--- src/can_msg_store_pkg.sv ---
// Contract
// - three transmit buffers, each 13 message bytes, 8-bit priority, two stamp bytes
// - a successful send sets that buffer's empty flag again
// - a set empty flag raises the transmit interrupt unless masked
// - among pending buffers the smallest priority value is sent first
// - prioritisation reruns at every arbitration, retries included
// - software requests abort; a message already on the bus is never aborted
// - granted abort sets acknowledge and empty; acknowledge reads 1 aborted, 0 sent
// - received messages go to a five-entry fifo; only the foreground is mapped
// - each receive buffer holds 15 bytes: control, identifier, data, stamp
// - receive-full is set only while the foreground holds an accepted message
// - frame is written to background; valid accepted frame is queued and signalled
// - rejected or corrupted frames are not queued; next frame overwrites background
// - a new frame can be taken right after the interframe space
// - own frames outside loopback are captured but not queued, signalled or acked
// - in loopback own frames are treated like any received frame
// - after lost arbitration the winning frame is received normally
// - accepted frame with fifo full is dropped and flags overrun
// - while full, transmission goes on and frames are dropped until space frees
// - equal lowest priorities resolve to the smaller buffer index
// - priority is writable only while the buffer is empty and selected
package can_msg_store_pkg;

  localparam int TX_BUFS = 3;
  localparam int TX_MSG_BYTES = 13;
  localparam int TX_WIN_BYTES = 16;
  localparam int RX_MSG_BYTES = 15;
  localparam int RX_DEPTH_DEF = 5;
  localparam logic [3:0] TX_LOCAL_PRIORITY_FIELD_BYTE = 4'hd;
  localparam logic [3:0] TX_TS_HI_BYTE = 4'he;
  localparam logic [3:0] TX_TS_LO_BYTE = 4'hf;
  localparam logic [3:0] RX_TS_HI_BYTE = 4'hd;
  localparam logic [3:0] RX_TS_LO_BYTE = 4'he;

  // register byte addresses
  localparam logic [7:0] ADDR_RX_FLAG = 8'h00;
  localparam logic [7:0] ADDR_CTRL = 8'h04;
  localparam logic [7:0] ADDR_TX_FLAG = 8'h08;
  localparam logic [7:0] ADDR_ABORT_REQ = 8'h0c;
  localparam logic [7:0] ADDR_ABORT_ACK = 8'h10;
  localparam logic [7:0] ADDR_TX_SEL = 8'h14;
  // windows decoded on address bits 7:6, byte index on bits 5:2
  localparam logic [1:0] WIN_RX = 2'h1;
  localparam logic [1:0] WIN_TX = 2'h2;

  // field positions
  localparam int RXF_BIT = 0;
  localparam int OVR_BIT = 1;
  localparam int CTRL_LOOP_BIT = 0;
  localparam int CTRL_RXIE_BIT = 1;
  localparam int CTRL_OVRIE_BIT = 2;
  localparam int CTRL_TXIE_LSB = 4;

  localparam logic [2:0] TX_EMPTY_RST = 3'h7;
  localparam logic [1:0] AXI_OKAY = 2'h0;
  localparam logic [1:0] AXI_SLVERR = 2'h2;

endpackage

--- src/can_msg_store.sv ---
// Design decisions made here: the AXI4-Lite register port and the register offsets.
`timescale 1ns/1ps
module can_msg_store
  import can_msg_store_pkg::*;
#(
  parameter int RX_DEPTH = RX_DEPTH_DEF
) (
  // clock and reset
  input wire logic aclk,
  input wire logic aresetn,
  // axi4-lite write address
  input wire logic awvalid,
  output logic awready,
  input wire logic [7:0] awaddr,
  input wire logic [2:0] awprot,
  // axi4-lite write data
  input wire logic wvalid,
  output logic wready,
  input wire logic [31:0] wdata,
  input wire logic [3:0] wstrb,
  // axi4-lite write response
  output logic bvalid,
  input wire logic bready,
  output logic [1:0] bresp,
  // axi4-lite read address
  input wire logic arvalid,
  output logic arready,
  input wire logic [7:0] araddr,
  input wire logic [2:0] arprot,
  // axi4-lite read data
  output logic rvalid,
  input wire logic rready,
  output logic [31:0] rdata,
  output logic [1:0] rresp,
  // protocol engine, transmit side
  input wire logic arb_req,
  input wire logic tx_start,
  input wire logic tx_done,
  input wire logic tx_error,
  input wire logic arb_lost,
  output logic tx_pick_valid,
  output logic [1:0] tx_pick_idx,
  output logic [TX_MSG_BYTES*8-1:0] tx_frame,
  // protocol engine, receive side
  input wire logic rx_byte_we,
  input wire logic [3:0] rx_byte_idx,
  input wire logic [7:0] rx_byte_data,
  input wire logic rx_frame_done,
  input wire logic rx_frame_ok,
  input wire logic rx_filter_hit,
  input wire logic rx_own_frame,
  output logic rx_space,
  output logic ack_own_frames,
  // bit-clock time stamp
  input wire logic [15:0] timestamp,
  // masked event levels toward the interrupt logic
  output logic tx_irq,
  output logic rx_irq,
  output logic overrun_irq
);

  localparam int PW = $clog2(RX_DEPTH);
  localparam int CW = $clog2(RX_DEPTH + 1);
  localparam logic [PW-1:0] PTR_LAST = PW'(RX_DEPTH - 1);
  localparam logic [CW-1:0] CNT_FULL = CW'(RX_DEPTH);

  typedef struct packed {
    logic aw_held;
    logic [7:0] aw_addr;
    logic w_held;
    logic [31:0] w_data;
    logic [3:0] w_strb;
    logic bvalid;
    logic [1:0] bresp;
    logic rvalid;
    logic [31:0] rdata;
    logic [1:0] rresp;
    logic [TX_BUFS-1:0] empty;
    logic [TX_BUFS-1:0] abort_req;
    logic [TX_BUFS-1:0] abort_ack;
    logic [TX_BUFS-1:0] busy;
    logic [TX_BUFS-1:0] sel;
    // three buffers of message bytes, priority and stamp
    logic [TX_BUFS-1:0][TX_WIN_BYTES-1:0][7:0] txbuf;
    logic loopback;
    logic rx_ie;
    logic ovr_ie;
    logic [TX_BUFS-1:0] tx_ie;
    logic [RX_DEPTH-1:0][RX_MSG_BYTES-1:0][7:0] rxbuf;
    logic [PW-1:0] wr_ptr;
    logic [PW-1:0] rd_ptr;
    logic [CW-1:0] count;
    logic ovr;
    logic pick_valid;
    logic [1:0] pick_idx;
    logic [TX_MSG_BYTES-1:0][7:0] frame;
  } state_t;

  state_t s;
  state_t next_s;
  logic [1:0] sel_idx;

  // ----------------------------------------------------------------
  // helpers
  // ----------------------------------------------------------------
  function automatic logic [PW-1:0] ptr_inc(input logic [PW-1:0] p);
    ptr_inc = (p == PTR_LAST) ? '0 : PW'(p + 1'b1);
  endfunction

  always_comb begin
    sel_idx = 2'h0;
    for (int i = TX_BUFS - 1; i >= 0; i--) begin
      if (s.sel[i]) begin
        sel_idx = 2'(i);
      end
    end
  end

  function automatic logic [33:0] read_word(input state_t st, input logic [7:0] a,
                                            input logic [1:0] si);
    logic [31:0] d;
    logic [1:0] r;
    d = '0;
    r = AXI_OKAY;
    if (a == ADDR_RX_FLAG) begin
      d[RXF_BIT] = (st.count != '0);
      d[OVR_BIT] = st.ovr;
    end else if (a == ADDR_CTRL) begin
      d[CTRL_LOOP_BIT] = st.loopback;
      d[CTRL_RXIE_BIT] = st.rx_ie;
      d[CTRL_OVRIE_BIT] = st.ovr_ie;
      d[CTRL_TXIE_LSB +: TX_BUFS] = st.tx_ie;
    end else if (a == ADDR_TX_FLAG) begin
      d[TX_BUFS-1:0] = st.empty;
    end else if (a == ADDR_ABORT_REQ) begin
      d[TX_BUFS-1:0] = st.abort_req;
    end else if (a == ADDR_ABORT_ACK) begin
      d[TX_BUFS-1:0] = st.abort_ack;
    end else if (a == ADDR_TX_SEL) begin
      d[TX_BUFS-1:0] = st.sel;
    end else if (a[7:6] == WIN_RX && a[5:2] < 4'(RX_MSG_BYTES) && a[1:0] == 2'h0) begin
      // only the foreground entry is visible
      d[7:0] = st.rxbuf[st.rd_ptr][a[5:2]];
    end else if (a[7:6] == WIN_TX && a[1:0] == 2'h0) begin
      if (st.sel != '0) begin
        d[7:0] = st.txbuf[si][a[5:2]];
      end
    end else begin
      r = AXI_SLVERR;
    end
    read_word = {r, d};
  endfunction

  // ----------------------------------------------------------------
  // next state
  // ----------------------------------------------------------------
  always_comb begin
    logic [7:0] wa;
    logic [7:0] wd;
    logic we;
    logic pop;
    logic push;
    logic found;
    logic [7:0] best;
    logic [1:0] besti;
    logic [TX_BUFS-1:0] cand;
    logic [3:0] bi;
    wa = '0;
    wd = '0;
    we = 1'b0;
    pop = 1'b0;
    push = 1'b0;
    found = 1'b0;
    best = '0;
    besti = '0;
    cand = '0;
    bi = '0;
    next_s = s;

    // bus handshakes
    if (s.bvalid && bready) begin
      next_s.bvalid = 1'b0;
    end
    if (s.rvalid && rready) begin
      next_s.rvalid = 1'b0;
    end
    if (arvalid && arready) begin
      next_s.rvalid = 1'b1;
      {next_s.rresp, next_s.rdata} = read_word(s, araddr, sel_idx);
    end
    if (awvalid && awready) begin
      next_s.aw_held = 1'b1;
      next_s.aw_addr = awaddr;
    end
    if (wvalid && wready) begin
      next_s.w_held = 1'b1;
      next_s.w_data = wdata;
      next_s.w_strb = wstrb;
    end

    // register writes, hardware events below take precedence
    if (next_s.aw_held && next_s.w_held && !s.bvalid) begin
      next_s.aw_held = 1'b0;
      next_s.w_held = 1'b0;
      next_s.bvalid = 1'b1;
      next_s.bresp = AXI_OKAY;
      wa = next_s.aw_addr;
      wd = next_s.w_data[7:0];
      we = next_s.w_strb[0];
      if (wa == ADDR_RX_FLAG) begin
        if (we && wd[RXF_BIT] && s.count != '0) begin
          pop = 1'b1;
        end
        if (we && wd[OVR_BIT]) begin
          next_s.ovr = 1'b0;
        end
      end else if (wa == ADDR_CTRL) begin
        if (we) begin
          next_s.loopback = wd[CTRL_LOOP_BIT];
          next_s.rx_ie = wd[CTRL_RXIE_BIT];
          next_s.ovr_ie = wd[CTRL_OVRIE_BIT];
          next_s.tx_ie = wd[CTRL_TXIE_LSB +: TX_BUFS];
        end
      end else if (wa == ADDR_TX_FLAG) begin
        if (we) begin
          next_s.empty = s.empty & ~wd[TX_BUFS-1:0];
          next_s.abort_ack = s.abort_ack & ~(wd[TX_BUFS-1:0] & s.empty);
        end
      end else if (wa == ADDR_ABORT_REQ) begin
        if (we) begin
          next_s.abort_req = s.abort_req | (wd[TX_BUFS-1:0] & ~s.empty);
        end
      end else if (wa == ADDR_TX_SEL) begin
        if (we) begin
          // lowest requested empty buffer is mapped
          next_s.sel = '0;
          for (int i = TX_BUFS - 1; i >= 0; i--) begin
            if (wd[i] && s.empty[i]) begin
              next_s.sel = '0;
              next_s.sel[i] = 1'b1;
            end
          end
        end
      end else if (wa == ADDR_ABORT_ACK) begin
        next_s.bresp = AXI_OKAY;
      end else if (wa[7:6] == WIN_TX && wa[1:0] == 2'h0) begin
        bi = wa[5:2];
        // priority and message writable only while empty and selected
        if (we && s.sel != '0 && s.empty[sel_idx] && bi <= TX_LOCAL_PRIORITY_FIELD_BYTE) begin
          next_s.txbuf[sel_idx][bi] = wd;
        end
      end else if (wa[7:6] == WIN_RX && wa[5:2] < 4'(RX_MSG_BYTES) && wa[1:0] == 2'h0) begin
        next_s.bresp = AXI_OKAY;
      end else begin
        next_s.bresp = AXI_SLVERR;
      end
    end

    // ----------------------------------------------------------------
    // transmit scheduling
    // ----------------------------------------------------------------
    if (tx_start && s.pick_valid && !next_s.empty[s.pick_idx]) begin
      next_s.busy[s.pick_idx] = 1'b1;
    end
    if (tx_done && s.busy[s.pick_idx]) begin
      // sent buffer becomes empty, acknowledge reads 0
      next_s.busy[s.pick_idx] = 1'b0;
      next_s.empty[s.pick_idx] = 1'b1;
      next_s.abort_req[s.pick_idx] = 1'b0;
      next_s.abort_ack[s.pick_idx] = 1'b0;
      next_s.txbuf[s.pick_idx][TX_TS_HI_BYTE] = timestamp[15:8];
      next_s.txbuf[s.pick_idx][TX_TS_LO_BYTE] = timestamp[7:0];
      next_s.pick_valid = 1'b0;
    end
    if (tx_error || arb_lost) begin
      // lost arbitration or error clears busy, the buffer stays pending; the engine turns receiver
      next_s.busy = '0;
      next_s.pick_valid = 1'b0;
    end
    for (int i = 0; i < TX_BUFS; i++) begin
      // never abort while on the bus
      if (s.abort_req[i] && !next_s.empty[i] && !next_s.busy[i]) begin
        next_s.abort_ack[i] = 1'b1;
        next_s.empty[i] = 1'b1;
        next_s.abort_req[i] = 1'b0;
        if (s.pick_idx == 2'(i)) begin
          next_s.pick_valid = 1'b0;
        end
      end
    end
    if (arb_req) begin
      cand = ~next_s.empty;
      for (int i = 0; i < TX_BUFS; i++) begin
        // smallest value wins; strict compare keeps lower index
        if (cand[i] && (!found || s.txbuf[i][TX_LOCAL_PRIORITY_FIELD_BYTE] < best)) begin
          found = 1'b1;
          best = s.txbuf[i][TX_LOCAL_PRIORITY_FIELD_BYTE];
          besti = 2'(i);
        end
      end
      next_s.pick_valid = found;
      next_s.pick_idx = besti;
      for (int b = 0; b < TX_MSG_BYTES; b++) begin
        next_s.frame[b] = s.txbuf[besti][b];
      end
    end

    // ----------------------------------------------------------------
    // receive fifo
    // ----------------------------------------------------------------
    // no background while every entry holds a message
    if (rx_byte_we && s.count != CNT_FULL && rx_byte_idx < 4'(RX_MSG_BYTES)) begin
      // frame lands in the background entry; a dropped frame gets overwritten
      next_s.rxbuf[s.wr_ptr][rx_byte_idx] = rx_byte_data;
    end
    // own frame skipped outside loopback; taken in loopback
    if (rx_frame_done && rx_frame_ok && rx_filter_hit && (!rx_own_frame || s.loopback)) begin
      if (s.count == CNT_FULL) begin
        next_s.ovr = 1'b1;
      end else begin
        next_s.rxbuf[s.wr_ptr][RX_TS_HI_BYTE] = timestamp[15:8];
        next_s.rxbuf[s.wr_ptr][RX_TS_LO_BYTE] = timestamp[7:0];
        push = 1'b1;
      end
    end
    // next background entry ready at once
    if (push) begin
      next_s.wr_ptr = ptr_inc(s.wr_ptr);
    end
    // next oldest entry moves to the foreground
    if (pop) begin
      next_s.rd_ptr = ptr_inc(s.rd_ptr);
    end
    // a queued frame keeps receive-full set even under a clear
    next_s.count = CW'(s.count + CW'(push) - CW'(pop));
  end

  // ----------------------------------------------------------------
  // state register
  // ----------------------------------------------------------------
  always_ff @(posedge aclk) begin
    if (!aresetn) begin
      s <= '0;
      s.empty <= TX_EMPTY_RST;
    end else begin
      s <= next_s;
    end
  end

  // ----------------------------------------------------------------
  // outputs
  // ----------------------------------------------------------------
  assign awready = !s.aw_held && !s.bvalid;
  assign wready = !s.w_held && !s.bvalid;
  assign bvalid = s.bvalid;
  assign bresp = s.bresp;
  assign arready = !s.rvalid;
  assign rvalid = s.rvalid;
  assign rdata = s.rdata;
  assign rresp = s.rresp;
  assign tx_pick_valid = s.pick_valid;
  assign tx_pick_idx = s.pick_idx;
  assign tx_frame = s.frame;
  assign rx_space = (s.count != CNT_FULL);
  // engine acks own frames only in loopback
  assign ack_own_frames = s.loopback;
  assign tx_irq = |(s.empty & s.tx_ie);
  assign rx_irq = (s.count != '0) && s.rx_ie;
  assign overrun_irq = s.ovr && s.ovr_ie;

endmodule

--- config.mk ---
export PLATFORM = sky130hd
export DESIGN_NAME = can_msg_store
export DESIGN_NICKNAME = d
export VERILOG_FILES = /design/src/can_msg_store_pkg.sv /design/src/can_msg_store.sv
export SDC_FILE = /design/constraint.sdc
export NUM_CORES = 2
export LEC_CHECK = 0
export BUFFER_PORTS_ARGS = -buffer_cell sky130_fd_sc_hd__buf_4
export CORE_ASPECT_RATIO = 0.6
export CORE_MARGIN = 5
export CORE_UTILIZATION = 55
export CTS_BUF_LIST = sky130_fd_sc_hd__clkbuf_4 sky130_fd_sc_hd__clkbuf_8
export DETAILED_ROUTE_END_ITERATION = 10
export PLACE_DENSITY = 0.8
export SLEW_MARGIN = 20
export SYNTH_ARGS = -nofsm -noshare
export SYNTH_HDL_FRONTEND = slang
export SYNTH_SLANG_ARGS = --single-unit
--- constraint.sdc ---
create_clock -name aclk -period 7.6 [get_ports aclk]
set_input_delay 0.38 -clock aclk [delete_from_list [all_inputs] [get_ports aclk]]
set_output_delay 0.38 -clock aclk [all_outputs]
set_load 0.005 [all_outputs]
# Yosys cells after proc, flatten, opt, wreduce, memory -nomap -nowiden

Index checks and enable logic that the tools add are counted.

Register bits: 1182
Input bits: 103
Output and inout port bits: 153
Word-level logic and storage cells: 462

Add/subtract/negate cells: 4
Order comparisons: 19
Eq/ne operators: 20
Multiplexer cells: 152
Bitwise logic cells: 21
Reductions and logical operators: 81

Operators by type and width:

| kind              | count |
|---|---|
| $mux 384          | 8 |
| $bwmux 600        | 3 |
| $mux 600          | 3 |
| $bwmux 384        | 3 |
| $demux 120 s3     | 3 |
| $mux 390          | 2 |
| $demux 128 s2     | 3 |
| $bmux 128 s2      | 2 |
| $mux 120          | 4 |
| $mux 128          | 3 |
| $bmux 120 s3      | 1 |
| $mux 112          | 1 |
| $mux 107          | 1 |
| $mux 104          | 1 |
| $mux 8            | 11 |
| $bmux 8 s4        | 2 |
| $demux 8 s4       | 2 |
| $mux 3            | 21 |
| $logic_and 1x1->1 | 47 |
| $mux 2            | 22 |
| $mux 1            | 38 |
| $mux 37           | 1 |
| $mux 9            | 4 |
| $mux 35           | 1 |
| 38 further kinds  | 110 |

# Logic depth before layout (Yosys ltp)

Word-level depth: 39
Depth in mapped cells: 30
Depth with buffers taken out: 21

# Worst setup path after synthesis

Ideal clock, no wire load.

Path type: register to register
Start point: register s (netlist bit bvalid)
End point: register s (netlist bit tx_frame[10])
Library setup time: 94 ps
Data arrival time: 5815 ps
Required time: 7506 ps
Slack: 1691 ps
Cell stages (with the launch flop): 30
Path buffers: 8
Period minus slack after synthesis: 5909 ps
Cell sequence: dfxtp_1 buf_4 nor3b_1 clkbuf_1 mux2i_1 o2111ai_1 a211oi_1 buf_2 nand2_1 ha_1 a21o_1 a21o_1 a21oi_1 o31ai_1 a21boi_0 buf_2 clkbuf_1 buf_1 nor2_1 a21oi_1 ha_1 a21o_1 a21o_1 a21oi_1 nand2_1 a21boi_1 buf_2 clkbuf_1 o2111ai_1 o311ai_2

Longest elaborated chain between the ends: 37
Elaborated cells between the ends (all ways): 65
Those cells by class: 2 x order compare; 2 x eq/ne; 28 x mux; 5 x bitwise; 28 x reduce/logical

RTL lines:

| item                                                 | RTL line                                                         | text |
|---|---|---|
| start: declaration                                   | can_msg_store.sv:99                                              | `state_t s;` |
| start signal: assignment                             | can_msg_store.sv:346                                             | `s <= next_s;` |
| $logic_not 1->1 *                                    | can_msg_store.sv:202, can_msg_store.sv:353, can_msg_store.sv:354 |  |
| $logic_and 1x1->1                                    | can_msg_store.sv:354                                             | `assign wready = !s.w_held && !s.bvalid;` |
| $logic_and 1x1->1                                    | can_msg_store.sv:195                                             | `if (wvalid && wready) begin` |
| $mux 37                                              | can_msg_store.sv:195                                             |  |
| $not 3->3                                            | can_msg_store.sv:226                                             | `next_s.empty = s.empty & ~wd[TX_BUFS-1:0];` |
| $and 3x3->3                                          | can_msg_store.sv:226                                             |  |
| $mux 3                                               | can_msg_store.sv:225                                             | `if (we) begin` |
| $mux 3                                               | can_msg_store.sv:224                                             | `end else if (wa == ADDR_TX_FLAG) begin` |
| [... 21 more ...]                                    | -                                                                |  |
| $mux 8 / $mux 1 (equally long branches)              | can_msg_store.sv:291                                             | `if (arb_req) begin` |
| $lt 8x8->1 / $logic_not 1->1 (equally long branches) | can_msg_store.sv:295                                             | `if (cand[i] && (!found \|\| s.txbuf[i][TX_LOCAL_PRIORITY_FIELD_BYTE] < best)) begin` |
| $logic_or 1x1->1                                     | can_msg_store.sv:295                                             |  |
| $logic_and 1x1->1                                    | can_msg_store.sv:295                                             |  |
| $mux 2 *                                             | can_msg_store.sv:295                                             |  |
| $mux 2 *                                             | can_msg_store.sv:291                                             |  |
| $bmux 128 s2 *                                       | can_msg_store.sv:304                                             | `next_s.frame[b] = s.txbuf[besti][b];` |
| $mux 104 *                                           | -                                                                |  |

Every way passes the cells marked *; elsewhere a longest branch is shown, timed or not. The select of a mux whose other input is x is not followed.
A chain may end at the register's enable or synchronous reset.

# Final worst setup path

Start point: register s (netlist bit bvalid)
End point: register s (netlist bit tx_frame[93])

The elaborated chain is that of the path after synthesis.

==> flow_summary.toml <==
[power]
p_leak_uw = 0.01987
power_uw = 12350
ir_drop_mv = 0.1866
p_per_area_nw_per_um2 = 206.0

[setup_path]
path_cells = "nor3b_2 > mux2i_1 > o2111ai_1 > a211oi_1 > buf_4 > nand2_1 > ha_1 > a21o_1 > a211oi_1 > o31ai_1 > a21boi_4 > nor2_1 > a21oi_1 > ha_1 > a21o_1 > a21o_1 > a21oi_1 > nand2_1 > a21boi_4 > or2_4 > buf_4 > o311ai_1"
cp.required_ns = 8.35
start_kind = "register"
cp-end-kind = "register"
cp_slowest_cell = "o2111ai_1"
worst_path_most_repeated_cell = "a21o_1"
cp.arrival_ns = 7.40
path_class = "register to register"
max_stage_delay_ns = 0.65
critPathMaxFanout = 28

[timing]
finalCritPeriodShare_pct = 87.44
max_freq_mhz = 150.5
skew_ns = 0.04778
relSlewSlack_pct = 18.10
tightest_slew_ns = 1.224
rsz0062_at_grt = "no"
finalSetupViolations = 0
tns_ns = 0
layout_min_cycle_time_ns = 6.645
finalHoldViolCount = 0
finalMaxSlewViolations = 0

[clocking]
clockRootBuffer = "clkbuf_8"
cts_tree = "built"
clk_latency_ns = 0.91
cts_max_level = 4
cts_buffers = 168
cts.reportedPaths.clkPinSlew_ns = 0.07
clock_sinks = 1153
cts.path.max_buffers = 3

[synthesis]
synth.most_common_cell = "dfxtp_1"
synth_area_leaders = "dfxtp_1 42%, mux2i_1 9.4%, mux4_2 7.6%, nor2_1 6.0%, a211oi_1 5.8%"
synth_area_leader_cell = "dfxtp_1"
synth-async-reset-ratio_pct = 0
syn_inst = 6016
ys_seq_area_share_pct = 41.96
synth_edf_count = 0
synth_cell_types = 83
synth-seq-cells = 1153
syn_area_sq_um = 55010
synth_common_cells = "1,153 x dfxtp_1, 876 x nor2_1, 541 x clkbuf_1"
yosysTopAreaCellShare_pct = 41.96
yosysWarnings = 0
ys.flop_type = "dfxtp_1"
syn_avg_cell_area_sq_um = 9.144

[grt]
grt_remaining_overflow = 0
grt_pass1_vias = 45811
grt_start_max_net_pins = 179
antenna_found_initial = 17
grt_pass1_wl_um = 289300
grt.total_usage_pct = 35.02

[routing]
via_count = 49666
final_antenna_net_count = 0
totalWireLength_um = 193900
drc = 0
post_drt_via_cell_ratio = 6.849
wire_per_inst_um = 26.74
drtIter0Drc = 8653
first_pass_iters = 9

[placed_design]
port_buffers = 196
gp_congestion = 0.9694
hpwl_um = 123900

[cells_and_area]
n_fill_cell = 7997
area_growth_syn_to_layout_pct = 8.986
seq_area_sq_um = 23090
layout-drive-gt1-share_pct = 15.77
fin_nets = 5925
multiInputGateArea_sq_um = 28710

[die]
start_util_pct = 55.69
die_x_um = 418.3
rows = 89
core_area_sq_um = 98770
die-area_sq_um = 106700
io_pins = 256
die_y_um = 255.0

[hold_path]
hold_path_class = "primary input to register"

[run]
max-cap-violations = 0

[run_status]
outcome = "completed"
where the power goes:
part           switching (uW)  internal [uW]  total, uW  leakage (uW)
logic                     682            220        901       0.00870
registers                25.4           6070       6090       0.00929
clock network            2550           2810       5360       0.00188
through the flow:
stage          hold slack [ns]  setup slack [ns]  util (%)  instances  area [sq um]
2_1_floorplan           0.4320             1.691         -       6041         55110
3_3_place_gp            0.4387             1.191     56.55       6906         55860
3_5_place_dp            0.4455             1.185     56.57       6906         55880
4_1_cts                0.02506             1.221     60.58       7242         59830
5_1_grt                 0.1052            0.7208     60.69       7249         59950
6_report                0.1065            0.9549     60.70       7252         59960
layer usage:
layer  up-vias  GRT usage, %  wire length (um)
met5         -        0.6084               177
met2      3887         45.77             74770
li1      21360             -                 -
met3       534         15.38             33150
met1     23869         50.05             78240
met4        16         14.10              7580
worst paths after layout:
path	cells after the start	slack (ns)	from	to
setup reg to reg	22	0.95	bvalid	tx_frame[93]
hold / removal	4	0.11	arvalid	rdata[6]
setup / recovery	22	0.95	bvalid	tx_frame[93]
hold reg to reg	2	0.46	s[969]	s[969]
area by class of cell:
| type | count | share of cell area, % |
|---|---|---|
| inverters | 23 | 0.1586 |
| diodes | 9 | 0.03756 |
| flip-flops and latches | 1153 | 38.51 |
| multi-input cells | 4105 | 47.89 |
| repair buffers | 350 | 4.769 |
| well taps | 1319 | 2.753 |
| clock buffers | 264 | 5.455 |
| clock inverters | 29 | 0.4236 |
worst max-delay path: cells and delay by family (launching register included):
family | cells | cell delay, ns
buffers and inverters | 2 | 0.63
multiplexers | 1 | 0.50
AND/OR/NAND/NOR | 5 | 1.17
flip-flops | 1 | 0.39
AO/OA/AOI/OAI | 12 | 3.20
adder cells (fa/ha/maj) | 2 | 0.53
repair_timing:
action	4_1_cts	5_1_grt
endpoints found under the hold margin	186	0
buffers inserted	0	0
hold buffers	43	0
gates resized for setup	0	0
layout by cell type, fill, tap and decap left out, drive strengths merged, types with 29 or more instances in the layout:
cell         netlist  layout
dlygate4sd3        0      43
a21oi            393     393
a221oi            53      53
mux2i            515     515
o2111ai          115     115
nand2            540     540
dfxtp           1153    1153
o21ai            325     325
nand3            158     158
mux4             185     185
a211oi           424     424
inv               21      29
clkbuf           548     264
buf              212     307
nor2             876     876
nor3              38      38
o311ai           107     107
logic make-up after synthesis:
logic type | count (synthesis) | synth area share, %
simple gates | 1743 | 13.11
compound gates | 1601 | 20.63
flops | 1153 | 41.96
buf+inv | 783 | 6.578
mux | 712 | 17.19
fa+ha+maj | 21 | 0.4913
xor+xnor | 2 | 0.03185
other cells | 1 | 0.006817
Note: power is estimated with default switching activity, not from simulation.
